File: config.mk
export PLATFORM = sky130hd
export DESIGN_NAME = pric_top
export DESIGN_NICKNAME = d
export VERILOG_FILES = /design/src/pric_pkg.sv /design/src/pric_arb_if.sv /design/src/pric_arbiter.sv /design/src/pric_top.sv
export SDC_FILE = /design/constraint.sdc
export NUM_CORES = 1
export LEC_CHECK = 0
export ABC_CLOCK_PERIOD_IN_PS = 7100
export BUFFER_PORTS_ARGS = -buffer_cell sky130_fd_sc_hd__buf_4
export CORE_MARGIN = 5
export CORE_UTILIZATION = 35
export CTS_CLUSTER_DIAMETER = 40
export CTS_CLUSTER_SIZE = 24
export DETAILED_ROUTE_END_ITERATION = 7
export SETUP_SLACK_MARGIN = 0.2
export SKIP_CTS_REPAIR_TIMING = 1
export SLEW_MARGIN = 20
export SYNTH_ARGS = -nofsm -noshare
export SYNTH_HDL_FRONTEND = slang
export SYNTH_SLANG_ARGS = --single-unit
File: constraint.sdc
create_clock -name core_clk -period 7.1 [get_ports core_clk]
set_input_delay 0 -clock core_clk [delete_from_list [all_inputs] [get_ports core_clk]]
set_output_delay 0 -clock core_clk [all_outputs]
set_load 0.05 [all_outputs]
File: src/pric_pkg.sv
// Shared constants of the priority interrupt controller.
// Assumes a 32-bit AXI4-Lite register bus with 16-bit registers.
package pric_pkg;

	localparam int ADDR_W = 6;
	localparam int LEVEL_W = 4;
	localparam int VEC_W = 7;
	localparam int PRIO_W = 3;
	localparam int NUM_USER = 3;
	localparam int NUM_TRAP = 4;
	localparam int NUM_SRC = NUM_TRAP + NUM_USER;
	localparam int TIMED_DISABLE_INSTR_W = 14;
	localparam int STACK_DEPTH = 4;

	// Register byte offsets
	localparam logic [ADDR_W-1:0] OFF_CTRL1 = 6'h00;
	localparam logic [ADDR_W-1:0] OFF_FLAG = 6'h04;
	localparam logic [ADDR_W-1:0] OFF_ENABLE = 6'h08;
	localparam logic [ADDR_W-1:0] OFF_VD_PRIO = 6'h0C;
	localparam logic [ADDR_W-1:0] OFF_CU_PRIO = 6'h10;
	localparam logic [ADDR_W-1:0] OFF_WK_PRIO = 6'h14;
	localparam logic [ADDR_W-1:0] OFF_STATUS = 6'h18;
	localparam logic [ADDR_W-1:0] OFF_SRL = 6'h1C;
	localparam logic [ADDR_W-1:0] OFF_TIMED_DISABLE_INSTR = 6'h20;

	// Field positions
	localparam int NEST_BIT = 15;
	localparam int VD_LSB = 0;
	localparam int CU_LSB = 4;
	localparam int WK_LSB = 0;
	localparam int STAT_UNACK = 15;
	localparam int STAT_VECTOR_HOLD_SELECT = 13;
	localparam int STAT_LEVEL_LSB = 8;
	localparam int SRL_IPL_LSB = 1;
	localparam int SRL_TRAP_BIT = 8;

	// User source order inside the user groups
	localparam int SRC_VD = 0;
	localparam int SRC_CU = 1;
	localparam int SRC_WK = 2;

	// Levels and reset values
	localparam logic [PRIO_W-1:0] PRIO_RESET = 3'h4;
	localparam logic [PRIO_W-1:0] PRIO_OFF = 3'h0;
	localparam logic [LEVEL_W-1:0] USER_MAX_LEVEL = 4'h7;
	localparam logic [LEVEL_W-1:0] TIMED_DISABLE_INSTR_TOP_LEVEL = 4'h6;
	localparam logic [LEVEL_W-1:0] TRAP_TOP_LEVEL = 4'hF;
	localparam logic [LEVEL_W-1:0] NO_LEVEL = 4'h0;

	// AXI responses
	localparam logic [1:0] RESP_OKAY = 2'h0;
	localparam logic [1:0] RESP_SLVERR = 2'h2;

endpackage

File: src/pric_arb_if.sv
// Candidate set and winner of one priority arbitration.
// Assumes both ends run on the same clock.
`timescale 1ns/1ps
interface pric_arb_if #(
	parameter int N = pric_pkg::NUM_SRC
);
	logic [N-1:0] cand;
	logic [N-1:0][pric_pkg::LEVEL_W-1:0] lvl;
	logic found;
	logic [pric_pkg::LEVEL_W-1:0] best_lvl;
	logic [pric_pkg::VEC_W-1:0] best_idx;

	modport arb (input cand, input lvl, output found, output best_lvl,
		output best_idx);
	modport user (output cand, output lvl, input found, input best_lvl,
		input best_idx);
endinterface

File: src/pric_arbiter.sv
// Combinational pick of the highest level candidate.
// Assumes index order equals vector order.
`timescale 1ns/1ps
module pric_arbiter #(
	parameter int N = pric_pkg::NUM_SRC
) (
	pric_arb_if.arb arb // Candidates in, winner out
);
	import pric_pkg::*;

	logic found;
	logic [LEVEL_W-1:0] best;
	logic [VEC_W-1:0] idx;

	always_comb
	begin
		found = 1'b0;
		best = NO_LEVEL;
		idx = '0;
		// Lower index wins a tie by scanning downwards with >=
		for (int i = N - 1; i >= 0; i--)
		begin
			if (arb.cand[i] && (!found || arb.lvl[i] >= best)) // [RULE_20]
			begin
				found = 1'b1;
				best = arb.lvl[i];
				idx = VEC_W'(i);
			end
		end
		arb.found = found;
		arb.best_lvl = best;
		arb.best_idx = idx;
	end

endmodule

File: src/pric_top.sv
// Priority interrupt controller with AXI4-Lite registers.
// Assumes the core pulses cpu_ack and cpu_return on core_clk.
// Contract
// (RULE_01) Priority field 111 is level 7, 001 level 1, 000 disables.
// (RULE_02) Every source priority field resets to level 4.
// (RULE_03) Unused bits of priority and status registers ignore writes, read 0.
// (RULE_04) Voltage-detect priority sits in bits 2-0; bits 15-3 unused.
// (RULE_05) Charge-unit priority sits in bits 6-4; others unused, read 0.
// (RULE_06) Wake-up priority sits in bits 2-0 with the same encoding.
// (RULE_07) Status bit 15 reads 1 while an unacknowledged request exists.
// (RULE_08) Vector hold 1 shows highest pending, 0 the last acknowledged.
// (RULE_09) Four-bit field shows the new CPU level 0 to 15 in binary.
// (RULE_10) Seven-bit vector field is vector number minus eight.
// (RULE_11) Nesting disable at control bit 15 stops preemption in service.
// (RULE_12) Software writes priority, clears flag, then sets enable.
// (RULE_13) Pending flag holds until cleared; set flag re-enters after return.
// (RULE_14) Return restores saved status low byte and prior CPU level.
// (RULE_15) Trap flags hold until cleared; set trap is taken again.
// (RULE_16) ORing 0Eh into status low byte gives level 7, blocking users.
// (RULE_17) Only levels up to 7 are maskable; traps 8-15 always taken.
// (RULE_18) Timed disable blocks levels 1-6 for a period, not level 7.
// (RULE_19) Request only for enabled flagged source above CPU level.
// (RULE_20) Among equal top levels the lowest vector wins.
`timescale 1ns/1ps
module pric_top #(
	parameter int STACK_DEPTH = pric_pkg::STACK_DEPTH
) (
	input wire logic core_clk, // System clock
	input wire logic rst_n, // Async reset, active low
	input wire logic [pric_pkg::ADDR_W-1:0] s_axi_awaddr, // Write address
	input wire logic [2:0] s_axi_awprot, // Unused
	input wire logic s_axi_awvalid, // Write address valid
	output logic s_axi_awready, // Write address ready
	input wire logic [31:0] s_axi_wdata, // Write data
	input wire logic [3:0] s_axi_wstrb, // Byte strobes
	input wire logic s_axi_wvalid, // Write data valid
	output logic s_axi_wready, // Write data ready
	output logic [1:0] s_axi_bresp, // Write response
	output logic s_axi_bvalid, // Write response valid
	input wire logic s_axi_bready, // Write response ready
	input wire logic [pric_pkg::ADDR_W-1:0] s_axi_araddr, // Read address
	input wire logic [2:0] s_axi_arprot, // Unused
	input wire logic s_axi_arvalid, // Read address valid
	output logic s_axi_arready, // Read address ready
	output logic [31:0] s_axi_rdata, // Read data
	output logic [1:0] s_axi_rresp, // Read response
	output logic s_axi_rvalid, // Read data valid
	input wire logic s_axi_rready, // Read data ready
	input wire logic [pric_pkg::NUM_USER-1:0] user_event, // Source events
	input wire logic [pric_pkg::NUM_TRAP-1:0] trap_event, // Trap events
	input wire logic cpu_ack, // Core takes presented vector
	input wire logic cpu_return, // Core executes return
	output logic irq_req, // Request to core
	output logic [pric_pkg::LEVEL_W-1:0] irq_level, // Level presented
	output logic [pric_pkg::VEC_W-1:0] irq_vector, // Vector presented
	output logic [pric_pkg::LEVEL_W-1:0] cpu_level // Current CPU level
);
	import pric_pkg::*;

	localparam int DEPTH_W = $clog2(STACK_DEPTH + 1);
	localparam logic [DEPTH_W-1:0] DEPTH_FULL = DEPTH_W'(STACK_DEPTH);

	typedef struct packed {
		logic aw_ok;
		logic [ADDR_W-1:0] aw_addr;
		logic aw_rdy;
		logic w_ok;
		logic [31:0] w_data;
		logic [3:0] w_strb;
		logic w_rdy;
		logic bvalid;
		logic [1:0] bresp;
		logic ar_rdy;
		logic rvalid;
		logic [31:0] rdata;
		logic [1:0] rresp;
		logic nest_dis;
		logic [NUM_TRAP-1:0] trap_flag;
		logic [NUM_USER-1:0] user_flag;
		logic [NUM_USER-1:0] user_en;
		logic [NUM_USER-1:0][PRIO_W-1:0] prio;
		logic vector_hold_select;
		logic [7:0] status_low_byte;
		logic ipl3;
		logic [TIMED_DISABLE_INSTR_W-1:0] timed_disable_instr_cnt;
		logic [DEPTH_W-1:0] depth;
		logic [STACK_DEPTH-1:0][8:0] stack;
		logic req;
		logic [LEVEL_W-1:0] new_cpu_level;
		logic [VEC_W-1:0] req_vec;
		logic [VEC_W-1:0] last_vec;
	} pric_state_t;

	localparam pric_state_t S_RST = '{
		prio: {NUM_USER{PRIO_RESET}}, // [RULE_02]
		default: '0
	};

	pric_state_t s_q;
	pric_state_t s_d;

	logic [LEVEL_W-1:0] cur_lvl;
	logic in_svc;
	logic timed_disable_instr_on;
	logic nest_block;
	wire [NUM_SRC-1:0][LEVEL_W-1:0] src_lvl;
	wire [NUM_SRC-1:0] src_pend;
	wire [NUM_SRC-1:0] src_elig;

	pric_arb_if #(.N(NUM_SRC)) elig_if ();
	pric_arb_if #(.N(NUM_SRC)) pend_if ();

	assign cur_lvl = {s_q.ipl3, s_q.status_low_byte[SRL_IPL_LSB +: PRIO_W]};
	assign in_svc = (s_q.depth != '0);
	assign timed_disable_instr_on = (s_q.timed_disable_instr_cnt != '0);
	assign nest_block = s_q.nest_dis && in_svc; // [RULE_11]

	for (genvar g = 0; g < NUM_SRC; g++)
	begin : g_src
		if (g < NUM_TRAP)
		begin : g_trap
			// Fixed trap levels, highest at the lowest vector
			assign src_lvl[g] = TRAP_TOP_LEVEL - LEVEL_W'(g);
			assign src_pend[g] = s_q.trap_flag[g]; // [RULE_15]
		end
		else
		begin : g_user
			assign src_lvl[g] = {1'b0, s_q.prio[g - NUM_TRAP]}; // [RULE_01]
			assign src_pend[g] = s_q.user_flag[g - NUM_TRAP]
				&& s_q.user_en[g - NUM_TRAP]
				&& (s_q.prio[g - NUM_TRAP] != PRIO_OFF); // [RULE_01]
		end
		// Users are capped at 7, so only traps pass a level-7 mask
		assign src_elig[g] = src_pend[g]
			&& (src_lvl[g] > cur_lvl) // [RULE_19] [RULE_16] [RULE_17]
			&& !(timed_disable_instr_on && src_lvl[g] <= TIMED_DISABLE_INSTR_TOP_LEVEL) // [RULE_18]
			&& !(nest_block && src_lvl[g] <= USER_MAX_LEVEL); // [RULE_11]
	end

	assign elig_if.cand = src_elig;
	assign elig_if.lvl = src_lvl;
	assign pend_if.cand = src_pend;
	assign pend_if.lvl = src_lvl;

	pric_arbiter #(.N(NUM_SRC)) u_elig_arb (
		.arb(elig_if)
	);

	pric_arbiter #(.N(NUM_SRC)) u_pend_arb (
		.arb(pend_if)
	);

	// Read image of one register; bit 16 flags a mapped address
	function automatic logic [16:0] reg_image(
		input logic [ADDR_W-1:0] a,
		input pric_state_t s,
		input logic [VEC_W-1:0] pend_vec
	);
		logic [15:0] d;
		logic hit;
		d = '0; // [RULE_03]
		hit = 1'b1;
		case ({a[ADDR_W-1:2], 2'b00})
			OFF_CTRL1:
			begin
				d[NEST_BIT] = s.nest_dis;
				d[NUM_TRAP-1:0] = s.trap_flag;
			end
			OFF_FLAG: d[NUM_USER-1:0] = s.user_flag;
			OFF_ENABLE: d[NUM_USER-1:0] = s.user_en;
			OFF_VD_PRIO: d[VD_LSB +: PRIO_W] = s.prio[SRC_VD]; // [RULE_04]
			OFF_CU_PRIO: d[CU_LSB +: PRIO_W] = s.prio[SRC_CU]; // [RULE_05]
			OFF_WK_PRIO: d[WK_LSB +: PRIO_W] = s.prio[SRC_WK]; // [RULE_06]
			OFF_STATUS:
			begin
				d[STAT_UNACK] = s.req; // [RULE_07]
				d[STAT_VECTOR_HOLD_SELECT] = s.vector_hold_select;
				d[STAT_LEVEL_LSB +: LEVEL_W] = s.new_cpu_level; // [RULE_09]
				// Field value is the vector number minus eight
				d[VEC_W-1:0] = s.vector_hold_select ? pend_vec : s.last_vec; // [RULE_08] [RULE_10]
			end
			OFF_SRL:
			begin
				d[7:0] = s.status_low_byte;
				d[SRL_TRAP_BIT] = s.ipl3;
			end
			OFF_TIMED_DISABLE_INSTR: d[TIMED_DISABLE_INSTR_W-1:0] = s.timed_disable_instr_cnt;
			default: hit = 1'b0;
		endcase
		return {hit, d};
	endfunction

	logic [16:0] wr_img;
	logic [16:0] rd_img;
	logic [15:0] wr_mask;
	logic [15:0] wr_val;
	logic wr_go;
	logic ack_take;
	logic ret_take;
	logic srl_write;

	always_comb
	begin
		s_d = s_q;
		wr_img = reg_image(s_q.aw_addr, s_q, pend_if.best_idx);
		rd_img = reg_image(s_axi_araddr, s_q, pend_if.best_idx);
		wr_mask = {{8{s_q.w_strb[1]}}, {8{s_q.w_strb[0]}}};
		wr_val = (wr_img[15:0] & ~wr_mask) | (s_q.w_data[15:0] & wr_mask);
		wr_go = s_q.aw_ok && s_q.w_ok;
		srl_write = wr_go && ({s_q.aw_addr[ADDR_W-1:2], 2'b00} == OFF_SRL);
		ack_take = cpu_ack && s_q.req;
		ret_take = cpu_return && in_svc && !ack_take;

		// Write channel capture
		if (s_q.bvalid && s_axi_bready)
			s_d.bvalid = 1'b0;
		if (s_axi_awvalid && s_q.aw_rdy)
		begin
			s_d.aw_ok = 1'b1;
			s_d.aw_addr = s_axi_awaddr;
		end
		if (s_axi_wvalid && s_q.w_rdy)
		begin
			s_d.w_ok = 1'b1;
			s_d.w_data = s_axi_wdata;
			s_d.w_strb = s_axi_wstrb;
		end

		// Timed disable runs down one per cycle
		if (timed_disable_instr_on)
			s_d.timed_disable_instr_cnt = s_q.timed_disable_instr_cnt - TIMED_DISABLE_INSTR_W'(1); // [RULE_18]

		// Register write; read-only and unused bits are dropped
		if (wr_go)
		begin
			s_d.aw_ok = 1'b0;
			s_d.w_ok = 1'b0;
			s_d.bvalid = 1'b1;
			s_d.bresp = wr_img[16] ? RESP_OKAY : RESP_SLVERR;
			case ({s_q.aw_addr[ADDR_W-1:2], 2'b00})
				OFF_CTRL1:
				begin
					s_d.nest_dis = wr_val[NEST_BIT];
					s_d.trap_flag = wr_val[NUM_TRAP-1:0];
				end
				OFF_FLAG: s_d.user_flag = wr_val[NUM_USER-1:0];
				OFF_ENABLE: s_d.user_en = wr_val[NUM_USER-1:0];
				OFF_VD_PRIO: s_d.prio[SRC_VD] = wr_val[VD_LSB +: PRIO_W]; // [RULE_04]
				OFF_CU_PRIO: s_d.prio[SRC_CU] = wr_val[CU_LSB +: PRIO_W]; // [RULE_05]
				OFF_WK_PRIO: s_d.prio[SRC_WK] = wr_val[WK_LSB +: PRIO_W]; // [RULE_06]
				OFF_STATUS: s_d.vector_hold_select = wr_val[STAT_VECTOR_HOLD_SELECT]; // [RULE_03]
				OFF_SRL: s_d.status_low_byte = wr_val[7:0]; // [RULE_16]
				OFF_TIMED_DISABLE_INSTR: s_d.timed_disable_instr_cnt = wr_val[TIMED_DISABLE_INSTR_W-1:0]; // [RULE_18]
				default: s_d.bresp = RESP_SLVERR;
			endcase
		end

		// New events win over a clear in the same cycle
		s_d.user_flag = s_d.user_flag | user_event; // [RULE_13]
		s_d.trap_flag = s_d.trap_flag | trap_event; // [RULE_15]

		// Acknowledge saves status and raises the CPU level
		if (ack_take)
		begin
			if (s_q.depth == DEPTH_FULL)
				s_d.stack[s_q.depth - DEPTH_W'(1)] = {s_d.ipl3, s_d.status_low_byte};
			else
			begin
				s_d.stack[s_q.depth] = {s_d.ipl3, s_d.status_low_byte};
				s_d.depth = s_q.depth + DEPTH_W'(1);
			end
			s_d.status_low_byte[SRL_IPL_LSB +: PRIO_W] = s_q.new_cpu_level[PRIO_W-1:0];
			s_d.ipl3 = s_q.new_cpu_level[LEVEL_W-1];
			s_d.last_vec = s_q.req_vec; // [RULE_08]
		end
		else if (ret_take)
		begin
			// Saved level comes back; a still-set flag asks again
			{s_d.ipl3, s_d.status_low_byte} = s_q.stack[s_q.depth - DEPTH_W'(1)]; // [RULE_14]
			s_d.depth = s_q.depth - DEPTH_W'(1);
		end

		// Request is held off one cycle after an acknowledge or a status low byte write
		s_d.req = elig_if.found && !ack_take && !srl_write; // [RULE_19] [RULE_07]
		s_d.new_cpu_level = elig_if.found ? elig_if.best_lvl : NO_LEVEL; // [RULE_09]
		s_d.req_vec = elig_if.best_idx; // [RULE_20]

		// Read channel
		if (s_q.rvalid && s_axi_rready)
			s_d.rvalid = 1'b0;
		if (s_axi_arvalid && s_q.ar_rdy)
		begin
			s_d.rvalid = 1'b1;
			s_d.rdata = {16'h0000, rd_img[15:0]};
			s_d.rresp = rd_img[16] ? RESP_OKAY : RESP_SLVERR;
		end

		s_d.aw_rdy = !s_d.aw_ok && !s_d.bvalid;
		s_d.w_rdy = !s_d.w_ok && !s_d.bvalid;
		s_d.ar_rdy = !s_d.rvalid;
	end

	always_ff @(posedge core_clk or negedge rst_n)
	begin
		if (!rst_n)
			s_q <= S_RST;
		else
			s_q <= s_d;
	end

	assign s_axi_awready = s_q.aw_rdy;
	assign s_axi_wready = s_q.w_rdy;
	assign s_axi_bvalid = s_q.bvalid;
	assign s_axi_bresp = s_q.bresp;
	assign s_axi_arready = s_q.ar_rdy;
	assign s_axi_rvalid = s_q.rvalid;
	assign s_axi_rdata = s_q.rdata;
	assign s_axi_rresp = s_q.rresp;
	assign irq_req = s_q.req;
	assign irq_level = s_q.new_cpu_level;
	assign irq_vector = s_q.req_vec;
	assign cpu_level = {s_q.ipl3, s_q.status_low_byte[SRL_IPL_LSB +: PRIO_W]};

endmodule

==> impl_results.md, run 1 <==
- Status: finished with violations
- Violated checks: negative hold slack
- Synthesized area: ~0.0083 mm²
- Fin crit share: 0.7380
- Async set-reset flop share out of synthesis: 1.000
- Worst endpoint required time: about 7.4 ns
- Register clock-pin slew on the reported worst setup and hold paths: 0.06 ns
- Clock Tree Buf Depth: 2
- GRT Total Usage: 0.1819
- Post-synth cell types: 76
- Yosys reg bits: 139
- Arrival time at the worst endpoint: 5.55 ns
- Nets@finish: 1,052
- Initial core utilization: 0.3555
- F_max: ~190 MHz
- GP Congestion: between 0.9 and 1
- Total CTS buffers: 17
- R2R setup slack: about 1.9 ns
- Clk root buf: clkbuf_16
- DR DRC count: 0
- Clock insertion delay at the later pin of the skew report: between 0.4 and 0.5 ns
- CTS tree: done
- RSZ-0062 raised after global routing: no
- Post-Synthesis Cells: roughly 900
- Final design utilization: 0.4183
- Core area: around 0.023 mm²
- Via density: 5.427
- DR WL/cell: about 19 µm
- Hold Vio Cnt, Final: 1
- First-pass GRT wire length: between 30 and 40 mm
- H-tree levels: 4
- Antenna-violating nets left: 0
- GRT overflow: 0
- Slew headroom: 0.2233
- Synth Warn #: 0
- Chip Width: 164.4 µm
- P&R area growth vs syn: 17.68%
- Vias post-DR: 6,968
- Maxcap violations: 0
- Peak fanout along the critical path: 14
- Post-synth EDFFs: 0
- I/O Buffers: 74
- Hold slack: -0.01713 ns
- # diodes: 0
- # setup viols final: 0
- Core Rows: 56
- Layout cells sized above 1: 0.1720
- Full die area: 0.02703 mm²
- Slew @ Worst Pin: 1.165 ns
- I/O Pins: 127
- Seq/Total Area, Yosys: 0.4173
- Fill cell count: 2,313
- Slew Viols, Final: 0
- PwrDens: 415.3 mW/mm²
- Skew final: 0.01278 ns
- Min-delay worst type: primary input to flop
- Initial DRC Count: 782
- Hold depth: 3
- Most frequent cells in the layout: nand2_1 (136), dfrtp_1 (136), buf_4 (76), nor2_1 (61), o21ai_0 (54)
- Pleak: 0.004202 µW
- Die Y: 164.4 µm
- Crit path kind: flop to flop
- Vias in the first global route: 6,635
- Worst vdd ir: 0.2348 mV
- Critical Path Start Type: flop
- Clk sink count: 139
- Minimum clock period after layout: 5.240 ns
- Mean Syn Cell Area: 9.334 µm²
- Pre-Repair DR Iteration Count: 5
- Total routed wirelength: 24.55 mm
- FF-to-FF path depth: 18
- Largest net degree at the start of global routing: 79
- Post-synth top flop: dfrtp_1
- HPWL Detailed: 17.45 mm
- Setup TNS: 0 ns
- Capturing element type of the critical path: flop
- Initial antenna violation count: 0
[area by class of cell]
class / instances / area, µm² / area share
clock buffer: 19 / 452.9 / 0.04613
clock inverter: 13 / 140.1 / 0.01427
inverter: 24 / 90.09 / 0.009174
multi-input combinational: 656 / 4302 / 0.4381
sequential: 139 / 3482 / 0.3546
tap: 319 / 399.1 / 0.04065
timing repair buffer: 114 / 953.4 / 0.09709
[metal layers]
layer  GRT usage  vias to the layer above  part of all wire
li1            -                     3283                 -
met1      0.2619                     3414              0.46
met2      0.2784                      226              0.46
met3     0.03419                       45             0.054
met4     0.05709                        0             0.024
met5           0                        -                 0
[final timing paths]
path | from | to
max | s_q[55] | irq_level[0]
min | s_axi_araddr[4] | s_axi_rdata[1]
max reg2reg | s_q[55] | irq_level[0]
min reg2reg | s_q[44] | s_q[44]
max in group asynchronous | rst_n | elig_if.lvl[24]
min in group asynchronous | rst_n | s_axi_bvalid
[power by group]
group	total, µW	leakage (µW)	internal, µW	switching (µW)
clock	900	0.000294	538	362
sequential	1570	0.00170	1090	488
combinational	1600	0.00221	664	941
[through the flow]
stage	cell area [µm²]	worst slack, ns	std cells	hold WS [ns]	power [µW]
2_1_floorplan	8427	2.519	916	-0.2956	2635
3_3_place_gp	8862	1.980	1216	0.02881	3105
3_5_place_dp	8862	1.880	1216	0.03183	3143
4_1_cts	9455	1.871	1248	-0.4301	4052
5_1_grt	9819	1.396	1284	0.0008586	4322
6_report	9819	1.860	1284	-0.01713	4078
[registers in the layout, summed over array words and instances, names as in the netlist, 3 cells and up]
signal        cells
pend_if.cand      4
irq_level         4
cpu_level         4
s_axi_rdata      15
s_q              92
elig_if.lvl       9
irq_vector        3
[cells by family (layout without fill, tap and decap cells)]
kind of cell	after synthesis	count (layout)	synth area share
flip-flops	139	139	0.4173
multiplexers	58	58	0.09057
AND/OR/NAND/NOR	297	297	0.1676
buffers and inverters	121	170	0.07842
other	1	23	0.0004494
AO/OA/AOI/OAI	236	236	0.1880
XOR/XNOR	12	12	0.01260
adder cells (fa/ha/maj)	30	30	0.04498
[critical path, stage by stage, from the launching register on]
cell      delay [ns]
dfrtp_1         0.67
inv_1           0.24
ha_1            0.34
nand2b_1        0.20
a21oi_1         0.43
o2111a_1        0.31
nand2_1         0.07
ha_1            0.30
a21oi_1         0.14
o21ai_0         0.16
o21a_4          0.26
a22o_1          0.26
ha_1            0.28
nor2b_1         0.10
o21ai_0         0.14
or4_1           0.46
o221ai_1        0.41
o21ai_0         0.17
a31o_1          0.20
[Yosys cell counts (3+ instances only)]
cell type  number  area [µm²]
a31oi_1        15       93.84
mux2_2         30       337.8
a211oi_1        9       67.56
nand4_1         3       18.77
a21o_1          5       37.54
nand3_1        17       85.08
nor4_1          7       43.79
a2bb2oi_1       3       26.28
and2_1          5       31.28
mux4_2         11       247.7
mux2i_1        17       170.2
o311ai_1        3       26.28
dfstp_2         3       78.83
o21ai_1        22       110.1
nand2b_1       10       62.56
nand2_1       136       510.5
and3_1          6       37.54
a221oi_1        4       35.03
o221ai_1        7       61.31
xnor2_1         8       70.07
nor3_1         10       50.05
nor2b_1        13       81.33
nor2_1         61       229.0
and3b_1         3       26.28
o21ai_0        54       270.3
o31ai_1         4       30.03
dfrtp_1       136        3403
inv_1          24       90.09
or2_1           3       18.77
nand3b_1        5       37.54
a22o_1          8       70.07
a22oi_1        29       217.7
a21oi_1        39       195.2
ha_1           30       375.4
clkbuf_1       42       157.7
o22ai_1         8       50.05
or3_1           3       18.77
buf_4          51       382.9
xor2_1          4       35.03
(Power assumes the default switching activity.)
==> run 2: changes to the inputs <==
--- a/config.mk
+++ b/config.mk
@@ -5,7 +5,7 @@
 export SDC_FILE = /design/constraint.sdc
 export NUM_CORES = 1
 export LEC_CHECK = 0
-export ABC_CLOCK_PERIOD_IN_PS = 7100
+export ABC_CLOCK_PERIOD_IN_PS = 5430
 export BUFFER_PORTS_ARGS = -buffer_cell sky130_fd_sc_hd__buf_4
 export CORE_MARGIN = 5
 export CORE_UTILIZATION = 35
==> constraint.sdc (replaced) <==
create_clock -name core_clk -period 5.43 [get_ports core_clk]
set_input_delay 0 -clock core_clk [delete_from_list [all_inputs] [get_ports core_clk]]
set_output_delay 0 -clock core_clk [all_outputs]
set_load 0.05 [all_outputs]
==> run 2 against run 1 <==
The flow now finishes without violations. Hold slack better by 0.080 ns. Count of clock-buffer cells in the layout is 1 lower. Via count is 0.50% higher. Die area stayed put. Setup slack worse by 1.3 ns. Flip-flop and latch count stayed put. Non-clock buffer count is 13 higher. Cell count is 1.0% higher. Global-route usage hardly changed. Critical path depth is 2 lower. Sequential share of layout area is 0.47 points lower. Combinational power is 41% higher. Largest cell class unchanged. Highest routed layer unchanged.
==> impl_results.md, run 2 (synthesis gave the netlist of run 1 again) <==
- Hold Vio Cnt, Final: 0
- Initial antenna violation count: 0
- Initial core utilization: 0.3555
- PnR worst setup slack: 0.5485 ns
- Full die area: 0.02703 mm²
- Slew headroom: 0.3788
- I/O Pins: between 100 and 150
- Die Y: 164.4 µm
- Clock insertion delay at the later pin of the skew report: 0.42 ns
- Worst vdd ir: 0.3373 mV
- Pre-Repair DR Iteration Count: 5
- Largest net degree at the start of global routing: 79
- First-pass GRT wire length: 37.95 mm
- Slew Viols, Final: 0
- DR DRC count: 0
- Most frequent cells in the layout: nand2_1 (136), dfrtp_1 (136), buf_4 (88), nor2_1 (61), o21ai_0 (54)
- Worst endpoint required time: ~5.7 ns
- Setup WS pre-CTS: 0.6379 ns
- Initial DRC Count: 681
- Critical Path Start Type: flop
- Final design utilization: 0.4240
- Layout cells sized above 1: 0.1810
- Minimum clock period after layout: 4.882 ns
- Antenna-violating nets left: 0
- # setup viols final: 0
- F_max: 204.9 MHz
- HPWL Detailed: around 18 mm
- P&R area growth vs syn: 19.27%
- GP Congestion: slightly above 0.9
- Vias post-DR: 7,003
- Clock Tree Buf Depth: 2
- Register clock-pin slew on the reported worst setup and hold paths: 0.06 ns
- PwrDens: between 500 and 600 mW/mm²
- Setup TNS: 0 ns
- Via density: 5.399
- RSZ-0062 raised after global routing: no
- Core area: 0.02347 mm²
- Crit path kind: flop to flop
- GRT overflow: 0
- Skew final: 0.009715 ns
- Maxcap violations: 0
- Arrival time at the worst endpoint: 5.19 ns
- Min-delay worst type: primary input to flop
- Max FFs per register: 92
- Peak fanout along the critical path: 7
- Vias in the first global route: around 6,500
- Total CTS buffers: 17
- Fin crit share: 0.8990
- Total routed wirelength: between 20 and 25 mm
- I/O Buffers: 74
- Capturing element type of the critical path: flop
- # diodes: 0
- Fill cell count: between 2,000 and 2,500
- Pleak: 0.004266 µW
- GRT Total Usage: 0.1824
- DR WL/cell: between 15 and 20 µm
- CTS tree: done
- Status: completed
- H-tree levels: 4
- Top reg by flops: s_q
- Nets@finish: 1,065
- Overall Power: about 5500 µW
- Core Rows: 56
- Clk sink count: 139
- Slew @ Worst Pin: 0.9247 ns
- Chip Width: 164.4 µm
- Clk root buf: clkbuf_16
run 2: changes by cell type in the layout (fill, tap and decap cells not counted), sizes merged:
| cell | before | now |
|---|---|---|
| buf | 78 | 90 |
| clkbuf | 19 | 18 |
| dlygate4sd3 | 36 | 37 |
| inv | 27 | 25 |
| clkinvlp | 1 | 3 |
| clkinv | 7 | 6 |
| bufinv | 2 | 4 |
run 2: path summary, 6_finish.rpt:
path | from | end | cells past startpoint | slack, ns
worst min-delay path | s_axi_araddr[3] | s_axi_rdata[1] | 4 | 0.06
worst min register to register | s_q[0] | s_q[0] | 2 | 0.48
worst max-delay path | s_q[63] | irq_level[0] | 16 | 0.55
max in group asynchronous | rst_n | s_q[95] | 3 | 4.22
worst max register to register | s_q[63] | irq_level[0] | 16 | 0.55
min in group asynchronous | rst_n | s_axi_bvalid | 2 | 0.13
run 2: layout make-up:
cell class,count,area [µm²],area share
Sequential cell,139,3482,0.3499
Tap cell,319,399.1,0.04011
Inverter,24,90.09,0.009052
Clock inverter,14,196.4,0.01974
Multi-Input combinational cell,656,4302,0.4322
Clock buffer,18,429.2,0.04312
Timing Repair Buffer,127,1054,0.1059
run 2: routing by layer:
metal / part of all wire / GRT usage / vias up / wire length [µm]
met5: 0 / 0 / - / 0
met2: 0.46 / 0.2822 / 251 / 11430
met3: 0.068 / 0.03294 / 42 / 1670
li1: - / - / 3307 / -
met4: 0.027 / 0.06616 / 0 / 655
met1: 0.44 / 0.2570 / 3403 / 10940
run 2: report_power, final:
part	internal [µW]	total [µW]	switching [µW]	leakage (µW)
clock network	770	1230	464	0.000296
logic	920	2260	1340	0.00227
registers	1420	1960	541	0.00170
run 2: stage by stage:
stage          hold WS [ns]  std cells  instance area [µm²]
5_1_grt             0.07291       1297                 9952
3_5_place_dp        0.03577       1228                 8952
6_report            0.06288       1297                 9952
2_1_floorplan       -0.2956        916                 8427
3_3_place_gp        0.03115       1228                 8952
4_1_cts             -0.4140       1260                 9578
run 2: critical path, stage by stage (launching register included):
cell,delay [ns]
dfrtp_1,0.47
or4_4,0.61
and4b_1,0.45
o2111a_1,0.30
nand2_1,0.07
ha_1,0.30
a21oi_1,0.15
o21ai_0,0.16
o21a_4,0.25
a22o_1,0.24
ha_1,0.27
nor2b_1,0.10
o21ai_0,0.14
or4_1,0.45
o221ai_1,0.40
o21ai_0,0.16
a31o_1,0.20
==> run 3: changes to the inputs <==
--- a/config.mk
+++ b/config.mk
@@ -5,7 +5,7 @@
 export SDC_FILE = /design/constraint.sdc
 export NUM_CORES = 1
 export LEC_CHECK = 0
-export ABC_CLOCK_PERIOD_IN_PS = 5430
+export ABC_CLOCK_PERIOD_IN_PS = 6220
 export BUFFER_PORTS_ARGS = -buffer_cell sky130_fd_sc_hd__buf_4
 export CORE_MARGIN = 5
 export CORE_UTILIZATION = 35
@@ -14,7 +14,6 @@
 export DETAILED_ROUTE_END_ITERATION = 7
 export SETUP_SLACK_MARGIN = 0.2
 export SKIP_CTS_REPAIR_TIMING = 1
-export SLEW_MARGIN = 20
 export SYNTH_ARGS = -nofsm -noshare
 export SYNTH_HDL_FRONTEND = slang
 export SYNTH_SLANG_ARGS = --single-unit
==> constraint.sdc (replaced) <==
create_clock -name core_clk -period 6.22 [get_ports core_clk]
set_input_delay 0 -clock core_clk [delete_from_list [all_inputs] [get_ports core_clk]]
set_output_delay 0 -clock core_clk [all_outputs]
set_load 0.05 [all_outputs]
==> run 3 against run 2 <==
The run now ends with negative hold slack left. Sequential power is 9% lower. Clock power is 21% lower. Total power is 16% lower. Count of clock-buffer cells in the layout stayed put. Hold slack worse by 0.069 ns. Critical path depth is 2 higher. Register-to-register slack better by 0.50 ns. Sequential share of layout area is 0.63 points higher. Design area is 1.8% lower. Global-route usage is 0.12 points lower. Largest cell class unchanged.
==> impl_results.md, run 3 (synthesis gave the netlist of run 1 again) <==
- Peak fanout along the critical path: 14
- Violated checks: negative hold slack
- # diodes: 0
- Critical Path Sink: irq_level[0]
- Setup TNS: 0 ns
- Core Rows: 56
- I/O Pins: 127
- Fin crit share: 0.8320
- Clock Tree Buf Depth: 2
- DR WL/cell: 18.98 µm
- Vias post-DR: 6,948
- Slew @ Worst Pin: 1.187 ns
- Core area: 0.02347 mm²
- Maxcap violations: 0
- GP Congestion: 0.8979
- Cell with the largest stage delay on the worst path: dfrtp_1
- Max FFs per register: 92
- Crit-path max cell delay: 0.67 ns
- Capturing element type of the critical path: flop
- FF-to-FF path depth: 18
- Fill cell count: around 2,300
- Minimum clock period after layout: 5.175 ns
- Clock insertion delay at the later pin of the skew report: 0.43 ns
- RSZ-0062 raised after global routing: no
- Total CTS buffers: 17
- CTS tree: done
- Critical Path Start Type: flop
- Most frequent cells in the layout: nand2_1 (136), dfrtp_1 (136), buf_4 (77), nor2_1 (61), o21ai_0 (54)
- Pleak: 0.004175 µW
- Pre-Repair DR Iteration Count: 5
- Antenna-violating nets left: 0
- Initial DRC Count: 736
- Total routed wirelength: 24.32 mm
- Family with the most delay on the worst path: compound AO/OA/AOI/OAI gates
- PwrDens: approximately 470 mW/mm²
- Hold Vio Cnt, Final: 2
- Hold slack: -0.005621 ns
- # setup viols final: 0
- Worst vdd ir: 0.3006 mV
- Crit-path cells: inv_1 -> ha_1 -> nand2b_1 -> a21oi_1 -> o2111a_1 -> nand2_1 -> ha_1 -> a21oi_1 -> o21ai_0 -> o21a_4 -> a22o_1 -> ha_1 -> nor2b_1 -> o21ai_0 -> or4_1 -> o221ai_1 -> o21ai_0 -> a31o_1
- Arrival time at the worst endpoint: 5.49 ns
- GRT overflow: 0
- Vias in the first global route: ~6,500
- Clk root buf: clkbuf_16
- First-pass GRT wire length: 37.75 mm
- Initial antenna violation count: 0
- R2R setup slack: roughly 1.0 ns
- Min-delay worst type: primary input to flop
- Layout cells sized above 1: 0.1684
- I/O Buffers: 74
- Full die area: between 0.02 and 0.03 mm²
- Initial core utilization: 0.3555
- Register area: about 0.0035 mm²
- Worst endpoint required time: 6.54 ns
- Skew final: 0.01232 ns
- Chip Width: roughly 160 µm
- Instance count on the critical path: 18
- Via density: 5.424
- Register clock-pin slew on the reported worst setup and hold paths: 0.06 ns
- Top reg by flops: s_q
- Reg-to-Reg End: irq_level[0]
- DR DRC count: 0
- Area of the multi-input gates: 0.004302 mm²
- F_max: 193.2 MHz
- HPWL Detailed: 17.35 mm
- Nets@finish: 1,052
- Clk sink count: 139
- Worst path buffer plus inverter count: 1
- Status: finished with violations
- Die Y: between 150 and 200 µm
- Slew headroom: 0.2084
- H-tree levels: 4
- Crit path kind: flop to flop
- Slew Viols, Final: 0
- Largest net degree at the start of global routing: 77
- Worst flop-to-flop path startpoint: s_q[55]
- Critical Path Start: s_q[55]
- P&R area growth vs syn: 17.17%
- GRT Total Usage: 0.1812
-- run 3: changes by cell type in the layout (fill, tap and decap cells not counted) --
cell | previous run | this run
buf_4 | 88 | 77
bufinv_16 | 4 | 2
buf_6 | 2 | 1
clkinv_2 | 2 | 3
clkinv_4 | 4 | 3
clkinvlp_4 | 3 | 2
dlygate4sd3_1 | 37 | 36
-- run 3: final cells by class --
type | count | share of cell area
clock buffers | 18 | 0.04390
repair buffers | 114 | 0.09713
well taps | 319 | 0.04082
multi-input cells | 656 | 0.4400
flip-flops and latches | 139 | 0.3562
clock inverters | 11 | 0.01280
inverters | 24 | 0.009214
-- run 3: how the worst min path moves through the flow --
| stage | start | endpoint | depth (start not counted) |
|---|---|---|---|
| after global routing | s_axi_araddr[4] | s_axi_rdata[3] | 3 |
| after global placement | rst_n | s_axi_bvalid | 1 |
| final | s_axi_araddr[4] | s_axi_rdata[3] | 3 |
| after detailed placement | rst_n | s_axi_bvalid | 1 |
| after CTS | rst_n | s_axi_bvalid | 1 |
| after floorplan | rst_n | cpu_level[0] | 0 |
-- run 3: worst reg2reg max path, stage by stage (launching register included) --
cell and delay (ns):
dfrtp_1 0.67, inv_1 0.23, ha_1 0.34, nand2b_1 0.21, a21oi_1 0.38, o2111a_1 0.30, nand2_1 0.07, ha_1 0.30
a21oi_1 0.13, o21ai_0 0.15, o21a_4 0.25, a22o_1 0.26, ha_1 0.28, nor2b_1 0.10, o21ai_0 0.14, or4_1 0.45
o221ai_1 0.43, o21ai_0 0.17, a31o_1 0.20
-- run 3: metal layers --
metal | up-vias | track usage | wire, µm
met5 | - | 0 | 0
met4 | 0 | 0.05482 | 614
met3 | 53 | 0.03793 | 1600
met2 | 248 | 0.2818 | 11380
met1 | 3385 | 0.2553 | 10730
li1 | 3262 | - | -
-- run 3: power by group --
| group | internal (µW) | switching, µW |
|---|---|---|
| registers | 1240 | 549 |
| logic | 756 | 1070 |
| clock network | 583 | 393 |
| total | 2580 | 2010 |
-- run 3: metrics by stage --
stage	setup WS (ns)	util	instance area (µm²)	power, µW	cells
after floorplan	1.639	-	8427	3008	916
after global placement	1.165	0.3776	8862	3549	1216
after detailed placement	1.054	0.3776	8862	3583	1216
after CTS	1.061	0.4012	9417	4574	1245
after global routing	0.5555	0.4165	9777	4900	1281
final	1.045	0.4165	9777	4590	1281
